==> config.mk <==
export PLATFORM = sky130hd
export DESIGN_NAME = fut_uart
export DESIGN_NICKNAME = d
export VERILOG_FILES = /design/src/logic/fut_pkg.sv /design/src/logic/fut_fifo.sv /design/src/logic/fut_uart.sv
export SDC_FILE = /design/constraint.sdc
export NUM_CORES = 1
export LEC_CHECK = 0
export BUFFER_PORTS_ARGS = -buffer_cell sky130_fd_sc_hd__buf_2
export CORE_MARGIN = 1.5
export CORE_UTILIZATION = 41
export CTS_BUF_LIST = sky130_fd_sc_hd__clkbuf_4 sky130_fd_sc_hd__clkbuf_8 sky130_fd_sc_hd__clkbuf_16
export CTS_CLUSTER_SIZE = 14
export DETAILED_ROUTE_END_ITERATION = 7
export GPL_ROUTABILITY_DRIVEN = 0
export HOLD_SLACK_MARGIN = 0.15
export PLACE_DENSITY = 0.56
export SYNTH_ARGS = -nofsm -noshare
export SYNTH_HDL_FRONTEND = slang
export SYNTH_HIERARCHICAL = 1
export SYNTH_SLANG_ARGS = --single-unit
==> constraint.sdc <==
create_clock -name clk_i -period 7.9 [get_ports clk_i]
set_input_delay 0 -clock clk_i [delete_from_list [all_inputs] [get_ports clk_i]]
set_output_delay 0 -clock clk_i [all_outputs]
set_load 0.02 [all_outputs]
==> src/logic/fut_pkg.sv <==
/*
  Shared constants and carrier types for the buffered serial port:
  register offsets, field positions, reset values and bit timing.
  Assumes a single synchronous clock domain; no other package is needed.
*/
package fut_pkg;

  // ------------------------------------------------------------------
  // Register offsets on the 3-bit host address
  // ------------------------------------------------------------------
  localparam logic [2:0] ADDR_DATA = 3'h0;  // holding regs / divisor low
  localparam logic [2:0] ADDR_IEN  = 3'h1;  // interrupt_enable / divisor_high
  localparam logic [2:0] ADDR_IST  = 3'h2;  // interrupt_status read, fifo_control write
  localparam logic [2:0] ADDR_LCT  = 3'h3;
  localparam logic [2:0] ADDR_MCT  = 3'h4;
  localparam logic [2:0] ADDR_LST  = 3'h5;
  localparam logic [2:0] ADDR_SPR  = 3'h7;

  // ------------------------------------------------------------------
  // Field positions
  // ------------------------------------------------------------------
  localparam int unsigned FCT_ENABLE_BIT   = 0;
  localparam int unsigned FCT_RX_FLUSH_BIT = 1;
  localparam int unsigned FCT_TX_FLUSH_BIT = 2;
  localparam int unsigned MCT_PRESCALE_BIT = 7;
  localparam int unsigned IEN_RX_BIT       = 0;
  localparam int unsigned IEN_TX_BIT       = 1;

  // ------------------------------------------------------------------
  // Reset values
  // ------------------------------------------------------------------
  localparam logic [15:0] DIV_RESET = 16'h0001;
  localparam logic [7:0]  LCT_RESET = 8'h03;
  localparam logic [7:0]  REG_RESET = 8'h00;

  // ------------------------------------------------------------------
  // Bit timing, in 16X ticks and input clocks
  // ------------------------------------------------------------------
  localparam logic [3:0] OVERSAMPLE_LAST  = 4'hF;  // 16 ticks per bit
  localparam logic [3:0] HALF_BIT_LAST    = 4'h7;  // 8 ticks to start centre
  localparam logic [1:0] PRESCALE_LAST    = 2'h3;  // divide by 4
  localparam int unsigned TIMEOUT_WORDS   = 4;
  localparam int unsigned TIMEOUT_EXTRA   = 12;
  localparam int unsigned MIN_WORD_BITS   = 5;
  localparam int unsigned TICKS_PER_BIT   = 16;

  // Interrupt identification codes
  localparam logic [3:0] IST_NONE    = 4'h1;
  localparam logic [3:0] IST_TX      = 4'h2;
  localparam logic [3:0] IST_RX      = 4'h4;
  localparam logic [3:0] IST_TIMEOUT = 4'hC;

  // ------------------------------------------------------------------
  // Carrier types
  // ------------------------------------------------------------------
  typedef struct packed {
    logic       brk;
    logic       frame;
    logic       parity;
    logic [7:0] data;
  } fut_rx_entry_s;

  typedef struct packed {
    logic       dlab;
    logic       brk_ctl;
    logic       stick;
    logic       even;
    logic       par_en;
    logic       stop2;
    logic [1:0] wlen;
  } fut_lct_s;

endpackage

==> src/logic/fut_fifo.sv <==
/*
  Synchronous FIFO with valid/ready on both sides and a fill count.
  Assumes one clock; flush empties it in one cycle.
*/
`timescale 1ns/1ps
module fut_fifo #(
  parameter int unsigned WIDTH = 8,
  parameter int unsigned DEPTH = 4
) (
  // Clock and reset
  input  wire logic                       clk_i,
  input  wire logic                       rst_i,
  input  wire logic                       flush_i,
  // Fill side
  input  wire logic                       in_valid_i,
  output logic                            in_ready_o,
  input  wire logic [WIDTH-1:0]           in_data_i,
  // Drain side
  output logic                            out_valid_o,
  input  wire logic                       out_ready_i,
  output logic [WIDTH-1:0]                out_data_o,
  // Status
  output logic [$clog2(DEPTH+1)-1:0]      count_o
);
  localparam int unsigned AW = $clog2(DEPTH);

  // Pointer arithmetic wraps by bit width only
  if (DEPTH < 2 || (1 << AW) != DEPTH) begin : g_bad_depth
    $error("fut_fifo DEPTH must be a power of two of at least 2");
  end

  logic [WIDTH-1:0]          mem_reg [DEPTH];
  logic [AW-1:0]             wr_ptr_reg;
  logic [AW-1:0]             rd_ptr_reg;
  logic [$clog2(DEPTH+1)-1:0] cnt_reg;
  logic                      push;
  logic                      pop;

  // ------------------------------------------------------------------
  // Handshakes
  // ------------------------------------------------------------------
  assign in_ready_o  = (cnt_reg != DEPTH[$clog2(DEPTH+1)-1:0]);
  assign out_valid_o = (cnt_reg != '0);
  assign push        = in_valid_i & in_ready_o;
  assign pop         = out_ready_i & out_valid_o;
  assign out_data_o  = mem_reg[rd_ptr_reg];
  assign count_o     = cnt_reg;

  // Storage, no reset needed on data
  always_ff @(posedge clk_i) begin
    if (push) begin
      mem_reg[wr_ptr_reg] <= in_data_i;
    end
  end

  // Pointers and fill level
  always_ff @(posedge clk_i) begin
    if (rst_i || flush_i) begin
      wr_ptr_reg <= '0;
      rd_ptr_reg <= '0;
      cnt_reg    <= '0;
    end else begin
      if (push) begin
        wr_ptr_reg <= wr_ptr_reg + 1'b1;
      end
      if (pop) begin
        rd_ptr_reg <= rd_ptr_reg + 1'b1;
      end
      if (push && !pop) begin
        cnt_reg <= cnt_reg + 1'b1;
      end else if (pop && !push) begin
        cnt_reg <= cnt_reg - 1'b1;
      end
    end
  end

endmodule // fut_fifo

==> src/logic/fut_uart.sv <==
/*
  Serial port datapath: rate generator, transmitter and receiver with
  FIFOs, line status, interrupt status and receive timeout.
  Assumes host strobes and the receive line are synchronous to clk_i,
  and clk_i is the input clock that feeds the prescaler.
*/
//
// Behaviour
// - Input clock, divisor one: 16X tick per clock, or every fourth clock.
// - Divisor high/low bytes set clocks per 16X tick; zero acts as one.
// - Modem control bit 7 selects prescale by one or by four.
// - Every transmitted bit lasts exactly sixteen 16X ticks.
// - Frame is start, data bits, optional parity, then one or two stops.
// - Data bit zero goes out first after the start bit.
// - In FIFO mode each holding write pushes into the 16-entry FIFO; a write while it is full is dropped.
// - Without FIFO, holding-empty sets as the byte moves to the shifter.
// - Transmit empty interrupt shows in status bit 1 only if enabled.
// - Without FIFO, line status bit 6 sets when holding and shifter are both empty.
// - In FIFO mode line status bit 5 means transmit FIFO empty.
// - In FIFO mode transmit interrupt when level falls below trigger.
// - Line status bit 6 needs both FIFO and shifter empty.
// - Falling edge, wait eight ticks, keep start only if still low.
// - Data, parity, stop sampled mid-bit, sixteen ticks apart.
// - Receive FIFO holds 16 entries of data plus three error tags.
// - Holding read pops and error bits follow the new head.
// - Receive holding shows the oldest byte held.
// - Receive interrupt per byte, or at trigger level in FIFO mode.
// - Timeout after four word lengths plus twelve bits with data waiting.
`timescale 1ns/1ps
module fut_uart
  import fut_pkg::*;
#(
  parameter int unsigned FIFO_DEPTH = 16
) (
  // Clock and reset
  input  wire logic        clk_i,
  input  wire logic        rst_i,
  // Host register port
  input  wire logic [2:0]  addr_i,
  input  wire logic [7:0]  wdata_i,
  input  wire logic        wr_i,
  input  wire logic        rd_i,
  output logic [7:0]       rdata_o,
  output logic             irq_o,
  // Serial line
  input  wire logic        rx_i,
  output logic             tx_o
);
  import fut_pkg::*;

  localparam int unsigned CW = $clog2(FIFO_DEPTH+1);
  if (FIFO_DEPTH != 16) begin : g_bad_depth
    $error("fut_uart trigger tables assume FIFO_DEPTH of 16");
  end

  typedef enum logic [2:0] {ST_IDLE, ST_START, ST_DATA, ST_PARITY, ST_STOP} fut_state_e;

  // ------------------------------------------------------------------
  // Host registers
  // ------------------------------------------------------------------
  logic [15:0]   div_reg;
  logic [7:0]    ien_reg;
  logic [7:0]    fct_reg;
  fut_lct_s      lct_reg;
  logic [7:0]    mct_reg;
  logic [7:0]    spr_reg;
  logic          overrun_reg;
  logic          wr_data;
  logic          rd_data;
  logic          rd_lst;
  logic          fifo_en;
  logic [1:0]    flush;

  assign fifo_en = fct_reg[FCT_ENABLE_BIT];
  assign wr_data = wr_i && addr_i == ADDR_DATA && !lct_reg.dlab;
  assign rd_data = rd_i && addr_i == ADDR_DATA && !lct_reg.dlab;
  assign rd_lst  = rd_i && addr_i == ADDR_LST;

  // Control register writes; FIFO mode change also empties both FIFOs
  always_ff @(posedge clk_i) begin
    if (rst_i) begin
      div_reg <= DIV_RESET;
      ien_reg <= REG_RESET;
      fct_reg <= REG_RESET;
      lct_reg <= LCT_RESET;
      mct_reg <= REG_RESET;
      spr_reg <= REG_RESET;
      flush   <= 2'b00;
    end else begin
      flush <= 2'b00;
      if (wr_i) begin
        case (addr_i)
          ADDR_DATA: if (lct_reg.dlab) div_reg[7:0] <= wdata_i;
          ADDR_IEN: begin
            if (lct_reg.dlab) div_reg[15:8] <= wdata_i;
            else ien_reg <= wdata_i;
          end
          ADDR_IST: begin
            fct_reg <= {wdata_i[7:3], 2'b00, wdata_i[0]};
            flush   <= {wdata_i[FCT_TX_FLUSH_BIT] | (wdata_i[0] ^ fifo_en),
                        wdata_i[FCT_RX_FLUSH_BIT] | (wdata_i[0] ^ fifo_en)};
          end
          ADDR_LCT: lct_reg <= wdata_i;
          ADDR_MCT: mct_reg <= wdata_i;
          ADDR_SPR: spr_reg <= wdata_i;
          default: ;
        endcase
      end
    end
  end

  // ------------------------------------------------------------------
  // Rate generator: prescaler then divisor, one 16X tick pulse
  // ------------------------------------------------------------------
  logic [1:0]  pre_cnt_reg;
  logic [15:0] div_cnt_reg;
  logic        pre_tick;
  logic        tick;
  logic [15:0] div_last;

  assign pre_tick = !mct_reg[MCT_PRESCALE_BIT] || pre_cnt_reg == PRESCALE_LAST;
  assign div_last = (div_reg == 16'h0000) ? 16'h0000 : div_reg - 16'h0001;
  assign tick     = pre_tick && div_cnt_reg >= div_last;

  // Prescale and divisor counters
  always_ff @(posedge clk_i) begin
    if (rst_i) begin
      pre_cnt_reg <= 2'h0;
      div_cnt_reg <= 16'h0000;
    end else begin
      pre_cnt_reg <= pre_tick ? 2'h0 : pre_cnt_reg + 2'h1;
      if (pre_tick) begin
        div_cnt_reg <= tick ? 16'h0000 : div_cnt_reg + 16'h0001;
      end
    end
  end

  // Word length helpers
  logic [7:0] wmask;
  logic [2:0] last_bit;
  assign last_bit = {1'b1, lct_reg.wlen};
  assign wmask    = 8'hFF >> (2'h3 - lct_reg.wlen);

  // ------------------------------------------------------------------
  // Transmit FIFO and shifter
  // ------------------------------------------------------------------
  logic          txf_ready;
  logic          txf_valid;
  logic [7:0]    txf_data;
  logic [CW-1:0] txf_count;
  logic          tx_take;
  fut_state_e    tx_state_reg;
  logic [3:0]    tx_tick_reg;
  logic [2:0]    tx_bit_reg;
  logic [7:0]    tx_sh_reg;
  logic          tx_par_reg;
  logic          tx_stop2_reg;
  logic          tx_bit_end;

  fut_fifo #(.WIDTH(8), .DEPTH(FIFO_DEPTH)) u_tx_fifo (
    .clk_i       (clk_i),
    .rst_i       (rst_i),
    .flush_i     (flush[1]),
    // Non-FIFO mode behaves as a single holding byte
    .in_valid_i  (wr_data && (fifo_en || txf_count == '0)),
    .in_ready_o  (txf_ready),
    .in_data_i   (wdata_i),
    .out_valid_o (txf_valid),
    .out_ready_i (tx_take),
    .out_data_o  (txf_data),
    .count_o     (txf_count)
  );

  assign tx_take    = tx_state_reg == ST_IDLE;
  assign tx_bit_end = tick && tx_tick_reg == OVERSAMPLE_LAST;

  // Transmit sequencer
  always_ff @(posedge clk_i) begin
    if (rst_i) begin
      tx_state_reg <= ST_IDLE;
      tx_tick_reg  <= 4'h0;
      tx_bit_reg   <= 3'h0;
      tx_sh_reg    <= 8'h00;
      tx_par_reg   <= 1'b0;
      tx_stop2_reg <= 1'b0;
    end else begin
      if (tick) begin
        tx_tick_reg <= tx_tick_reg + 4'h1;
      end
      case (tx_state_reg)
        ST_IDLE: if (txf_valid) begin
          tx_state_reg <= ST_START;
          tx_tick_reg  <= 4'h0;
          tx_bit_reg   <= 3'h0;
          tx_sh_reg    <= txf_data;
          tx_stop2_reg <= 1'b0;
          // Stick parity sends the inverse of the even select
          tx_par_reg   <= lct_reg.stick ? !lct_reg.even : (^(txf_data & wmask)) ^ !lct_reg.even;
        end
        ST_START: if (tx_bit_end) tx_state_reg <= ST_DATA;
        ST_DATA: if (tx_bit_end) begin
          tx_sh_reg  <= {1'b0, tx_sh_reg[7:1]};
          tx_bit_reg <= tx_bit_reg + 3'h1;
          if (tx_bit_reg == last_bit) begin
            tx_state_reg <= lct_reg.par_en ? ST_PARITY : ST_STOP;
          end
        end
        ST_PARITY: if (tx_bit_end) tx_state_reg <= ST_STOP;
        ST_STOP: if (tx_bit_end) begin
          if (lct_reg.stop2 && !tx_stop2_reg) begin
            tx_stop2_reg <= 1'b1;
          end else begin
            tx_state_reg <= ST_IDLE;
          end
        end
        default: tx_state_reg <= ST_IDLE;
      endcase
    end
  end

  // Line driver, registered; break control forces spacing
  always_ff @(posedge clk_i) begin
    if (rst_i) begin
      tx_o <= 1'b1;
    end else begin
      case (tx_state_reg)
        ST_START:  tx_o <= 1'b0;
        ST_DATA:   tx_o <= tx_sh_reg[0] & !lct_reg.brk_ctl;
        ST_PARITY: tx_o <= tx_par_reg & !lct_reg.brk_ctl;
        default:   tx_o <= !lct_reg.brk_ctl;
      endcase
    end
  end

  // ------------------------------------------------------------------
  // Receiver
  // ------------------------------------------------------------------
  fut_state_e    rx_state_reg;
  logic [3:0]    rx_tick_reg;
  logic [2:0]    rx_bit_reg;
  logic [7:0]    rx_sh_reg;
  logic          rx_prev_reg;
  logic          rx_perr_reg;
  logic          rx_push_reg;
  fut_rx_entry_s rx_entry_reg;
  logic          rx_mid;
  logic          rxf_ready;
  logic          rxf_valid;
  fut_rx_entry_s rxf_head;
  logic [CW-1:0] rxf_count;
  logic          rx_accept;

  assign rx_mid = tick && rx_tick_reg == OVERSAMPLE_LAST;

  // Start validation, mid-bit sampling and error tagging
  always_ff @(posedge clk_i) begin
    if (rst_i) begin
      rx_state_reg <= ST_IDLE;
      rx_tick_reg  <= 4'h0;
      rx_bit_reg   <= 3'h0;
      rx_sh_reg    <= 8'h00;
      rx_prev_reg  <= 1'b1;
      rx_perr_reg  <= 1'b0;
      rx_push_reg  <= 1'b0;
      rx_entry_reg <= '0;
    end else begin
      rx_prev_reg <= rx_i;
      rx_push_reg <= 1'b0;
      if (tick) begin
        rx_tick_reg <= rx_tick_reg + 4'h1;
      end
      case (rx_state_reg)
        ST_IDLE: if (rx_prev_reg && !rx_i) begin
          rx_state_reg <= ST_START;
          rx_tick_reg  <= 4'h0;
        end
        ST_START: if (tick && rx_tick_reg == HALF_BIT_LAST) begin
          // False start returns to hunting; line noise builds no byte
          rx_state_reg <= rx_i ? ST_IDLE : ST_DATA;
          rx_tick_reg  <= 4'h0;
          rx_bit_reg   <= 3'h0;
          rx_sh_reg    <= 8'h00;
        end
        ST_DATA: if (rx_mid) begin
          rx_sh_reg[rx_bit_reg] <= rx_i;
          rx_bit_reg            <= rx_bit_reg + 3'h1;
          if (rx_bit_reg == last_bit) begin
            rx_state_reg <= lct_reg.par_en ? ST_PARITY : ST_STOP;
            rx_perr_reg  <= 1'b0;
          end
        end
        ST_PARITY: if (rx_mid) begin
          rx_state_reg <= ST_STOP;
          rx_perr_reg  <= lct_reg.stick ? (rx_i == lct_reg.even)
                                        : ((^rx_sh_reg) ^ rx_i ^ !lct_reg.even);
        end
        ST_STOP: if (rx_mid) begin
          // Leaving at mid stop gives half a bit to catch the next edge
          rx_state_reg        <= ST_IDLE;
          rx_push_reg         <= 1'b1;
          rx_entry_reg.data   <= rx_sh_reg;
          rx_entry_reg.parity <= rx_perr_reg;
          rx_entry_reg.frame  <= !rx_i;
          rx_entry_reg.brk    <= !rx_i && rx_sh_reg == 8'h00;
        end
        default: rx_state_reg <= ST_IDLE;
      endcase
    end
  end

  assign rx_accept = fifo_en || rxf_count == '0;

  fut_fifo #(.WIDTH($bits(fut_rx_entry_s)), .DEPTH(FIFO_DEPTH)) u_rx_fifo (
    .clk_i       (clk_i),
    .rst_i       (rst_i),
    .flush_i     (flush[0]),
    .in_valid_i  (rx_push_reg && rx_accept),
    .in_ready_o  (rxf_ready),
    .in_data_i   (rx_entry_reg),
    .out_valid_o (rxf_valid),
    .out_ready_i (rd_data),
    .out_data_o  (rxf_head),
    .count_o     (rxf_count)
  );

  // Overrun: a lost byte wins over the clearing status read
  always_ff @(posedge clk_i) begin
    if (rst_i) begin
      overrun_reg <= 1'b0;
    end else if (rx_push_reg && (!rxf_ready || !rx_accept)) begin
      overrun_reg <= 1'b1;
    end else if (rd_lst) begin
      overrun_reg <= 1'b0;
    end
  end

  // ------------------------------------------------------------------
  // Receive timeout, counted in 16X ticks
  // ------------------------------------------------------------------
  logic [9:0] to_cnt_reg;
  logic [9:0] to_limit;
  logic       to_hit;

  assign to_limit = 10'((TIMEOUT_WORDS * (MIN_WORD_BITS + lct_reg.wlen) + TIMEOUT_EXTRA) * TICKS_PER_BIT);
  assign to_hit   = rxf_valid && to_cnt_reg >= to_limit;

  // Restarts on each arrival or holding read, and holds at zero while the FIFO is empty
  always_ff @(posedge clk_i) begin
    if (rst_i) begin
      to_cnt_reg <= 10'h000;
    end else if (rx_push_reg || rd_data || !rxf_valid) begin
      to_cnt_reg <= 10'h000;
    end else if (tick && !to_hit) begin
      to_cnt_reg <= to_cnt_reg + 10'h001;
    end
  end

  // ------------------------------------------------------------------
  // Status, interrupts and read data
  // ------------------------------------------------------------------
  logic [CW-1:0] rx_trig;
  logic [CW-1:0] tx_trig;
  logic          tx_empty;
  logic          shifter_empty;
  logic          tx_irq;
  logic          rx_irq;
  logic [7:0]    lst;
  logic [3:0]    ist_code;

  // Receive trigger 1/4/8/14, transmit trigger 16/8/4/1
  always_comb begin
    case (fct_reg[7:6])
      2'b00:   rx_trig = CW'(1);
      2'b01:   rx_trig = CW'(4);
      2'b10:   rx_trig = CW'(8);
      default: rx_trig = CW'(14);
    endcase
    case (fct_reg[5:4])
      2'b00:   tx_trig = CW'(16);
      2'b01:   tx_trig = CW'(8);
      2'b10:   tx_trig = CW'(4);
      default: tx_trig = CW'(1);
    endcase
  end

  assign tx_empty      = txf_count == '0;
  assign shifter_empty = tx_state_reg == ST_IDLE;
  assign tx_irq = ien_reg[IEN_TX_BIT] && (fifo_en ? txf_count < tx_trig : tx_empty);
  assign rx_irq = ien_reg[IEN_RX_BIT] && (fifo_en ? rxf_count >= rx_trig : rxf_valid);
  assign lst = {rxf_valid && (rxf_head.brk | rxf_head.frame | rxf_head.parity),
                tx_empty && shifter_empty,
                tx_empty,
                rxf_valid && rxf_head.brk,
                rxf_valid && rxf_head.frame,
                rxf_valid && rxf_head.parity,
                overrun_reg,
                rxf_valid};
  assign ist_code = (ien_reg[IEN_RX_BIT] && to_hit) ? IST_TIMEOUT :
                    rx_irq ? IST_RX : tx_irq ? IST_TX : IST_NONE;
  assign irq_o    = ist_code != IST_NONE;

  // Registered read data; holding read shows the oldest entry
  always_ff @(posedge clk_i) begin
    if (rst_i) begin
      rdata_o <= 8'h00;
    end else if (rd_i) begin
      case (addr_i)
        ADDR_DATA: rdata_o <= lct_reg.dlab ? div_reg[7:0] : rxf_head.data;
        ADDR_IEN:  rdata_o <= lct_reg.dlab ? div_reg[15:8] : ien_reg;
        ADDR_IST:  rdata_o <= {{2{fifo_en}}, 2'b00, ist_code};
        ADDR_LCT:  rdata_o <= lct_reg;
        ADDR_MCT:  rdata_o <= mct_reg;
        ADDR_LST:  rdata_o <= lst;
        ADDR_SPR:  rdata_o <= spr_reg;
        default:   rdata_o <= 8'h00;
      endcase
    end
  end

endmodule // fut_uart

==> impl_metrics.env <==
export IMPL_final_nets=1778
export IMPL_clock_root_buffer="clkbuf_16"
export IMPL_syn_area_per_cell_um2=12.78
export IMPL_antenna_found_initial=2
export IMPL_via_per_inst=5.449
export IMPL_status="complete, no violations"
export IMPL_core_um2=51300
export IMPL_vias=13210
export IMPL_relSlewSlack_pct=26.33
export IMPL_vdd_ir_drop_max_uv=168.0
export IMPL_grt_setup_unrepaired="false"
export IMPL_first_iter_violations=935
export IMPL_area_growth_pct=13.47
export IMPL_power_switching_share_pct=24.41
export IMPL_syn_instance_count=1663
export IMPL_tightest_slew_ns=1.103
export IMPL_worstPathMaxFanout=33
export IMPL_crit_family="simple AND/OR/NAND/NOR gates"
export IMPL_hpwl_mm=31.98
export IMPL_worstPathCellList="or4_4 > or3_4 > or4_4 > nor4_2 > and2b_2 > nand2_1 > mux2i_1 > ha_1 > nand4_1 > nor3_1 > o311ai_0 > a31oi_4 > buf_4 > nand4_1 > or4_1 > a21oi_1"
export IMPL_p_leak_uw=0.008407
export IMPL_critical_path_required_ns=8.44
export IMPL_place_ws_ns=2.416
export IMPL_layout_common_cells="edfxtp_1, nor2_1, dfxtp_1"
export IMPL_tns_ns=0
export IMPL_postCtsSetupBuffers=0
export IMPL_p_total_uw=6092
export IMPL_worstPathArrival_ns=6.01
export IMPL_post_route_min_period_ns=5.476
export IMPL_startpoint_type="flip-flop"
export IMPL_die_w_um=230.7
export IMPL_start_util_pct=41.44
export IMPL_max_stage_delay_ns=0.71
export IMPL_first_pass_iters=5
export IMPL_n_antenna_cell=0
export IMPL_cp_slowest_cell="nand4_1"
export IMPL_stdcell_area_um2=24120
export IMPL_cts_tree="built"
export IMPL_path_clk_slew_ns=0.06
export IMPL_hold_class="in -> reg"
export IMPL_area_sequential_um2=12720
export IMPL_clockPowerShare_pct=42.2
export IMPL_combinationalPowerShare_pct=12.2
export IMPL_clockBufferDepth=3
export IMPL_cts_sinks=483
export IMPL_synth_nets=1740
export IMPL_placed_area_um2=22070
export IMPL_setup_ws_ns=2.424
export IMPL_largest_register_ffs=176
export IMPL_min_path_cells=4
export IMPL_endpoint_kind="flip-flop"
export IMPL_grt_pass1_vias=13090
export IMPL_p_per_area_nw_per_um2=252.6
export IMPL_finalMaxSlewViolations=0
export IMPL_fill_cells=4615
export IMPL_multiInputGateArea_um2=8024
export IMPL_final_common_cell="edfxtp_1"
export IMPL_p_sw_uw=1487
export IMPL_ant_nets=0
export IMPL_setup_viol=0
export IMPL_grt_pass1_wl_mm=77.40
export IMPL_cp_depth=16
export IMPL_hold_violations=0
export IMPL_max_freq_ghz=0.1826
export IMPL_yosysWarnings=6
export IMPL_path_buf_inv=1
export IMPL_path_class="reg -> reg"
export IMPL_wirelength_mm=49.54
export IMPL_clock_latency_ns=0.61
export IMPL_dieArea_um2=53220
export IMPL_layout_drive_gt1_share_pct=15.53
export IMPL_clock_skew_ns=0.03538
export IMPL_drc=0
export IMPL_rows=83
export IMPL_wl_per_cell_um=20.43
export IMPL_rr_worst_depth=16
export IMPL_fp_dieH_um=230.7
export IMPL_power_internal_uw=4605
export IMPL_netlist_area_um2=21260
export IMPL_grt_overflow=0
export IMPL_fin_crit_sh_pct=69.31
export IMPL_numCtsBuffers=53
export IMPL_finalCoreUtilization_pct=47.02
export IMPL_io_buffer_count=25
export IMPL_max_cap_viol_count=0
export IMPL_ios=26
export IMPL_power_frac_seq_pct=45.6
export IMPL_track_usage_pct=18.87
export IMPL_grt_start_max_net_pins=55
export IMPL_htree_num_levels=2
[timing repair]
action	CTS	global route
hold buffers	20	0
resized for setup	0	0
hold endpoints to repair	230	0
[tightest hold or removal path, stage by stage]
cell and delay, ns:
dlygate4sd3_1 0.53, buf_2 0.20, or2_2 0.14, a21oi_1 0.05
[power groups by stage]
stage	sequential, uW	clock (uW)	combinational (uW)
global route	2790	2730	822
detailed placement	2830	0	746
finish	2780	2570	743
CTS	2780	2630	758
floorplan	2810	0	583
global placement	2830	0	734
[per-layer routing]
layer / wire (um) / global-route usage [%] / part of all wire, %
met1: 22170 / 25.23 / 45
met4: 932 / 4.432 / 1.9
met3: 2084 / 2.829 / 4.2
met2: 24350 / 32.31 / 49
met5: 0 / 0 / 0
[final cells by class]
cell class              instances  share of cell area, %
flip-flops and latches        483                  52.72
multi-input cells            1048                  33.27
clock buffers                  76                  6.344
well taps                     680                  3.527
repair buffers                 70                  2.137
clock inverters                23                  1.307
inverters                      45                 0.7003
[per-stage QoR]
| step | hold slack [ns] | instances |
|---|---|---|
| 6_report | 0.3591 | 2425 |
| 5_1_grt | 0.3840 | 2425 |
| 3_3_place_gp | 0.3522 | 2306 |
| 3_5_place_dp | 0.3554 | 2306 |
| 4_1_cts | 0.3530 | 2425 |
| 2_1_floorplan | 0.09887 | 1663 |
[worst paths after layout]
check / startpoint / end / slack, ns
min reg2reg: pre_cnt_reg[0]$_SDFF_PP0_ / pre_cnt_reg[0]$_SDFF_PP0_ / 0.43
max: div_reg[3]$_SDFFE_PP0P_ / rx_entry_reg[10]$_SDFFE_PP0P_ / 2.42
min: rx_i / rx_entry_reg[9]$_SDFFE_PP0P_ / 0.36
max reg2reg: div_reg[3]$_SDFFE_PP0P_ / rx_entry_reg[10]$_SDFFE_PP0P_ / 2.42
Power figures use the tool's default switching activity.
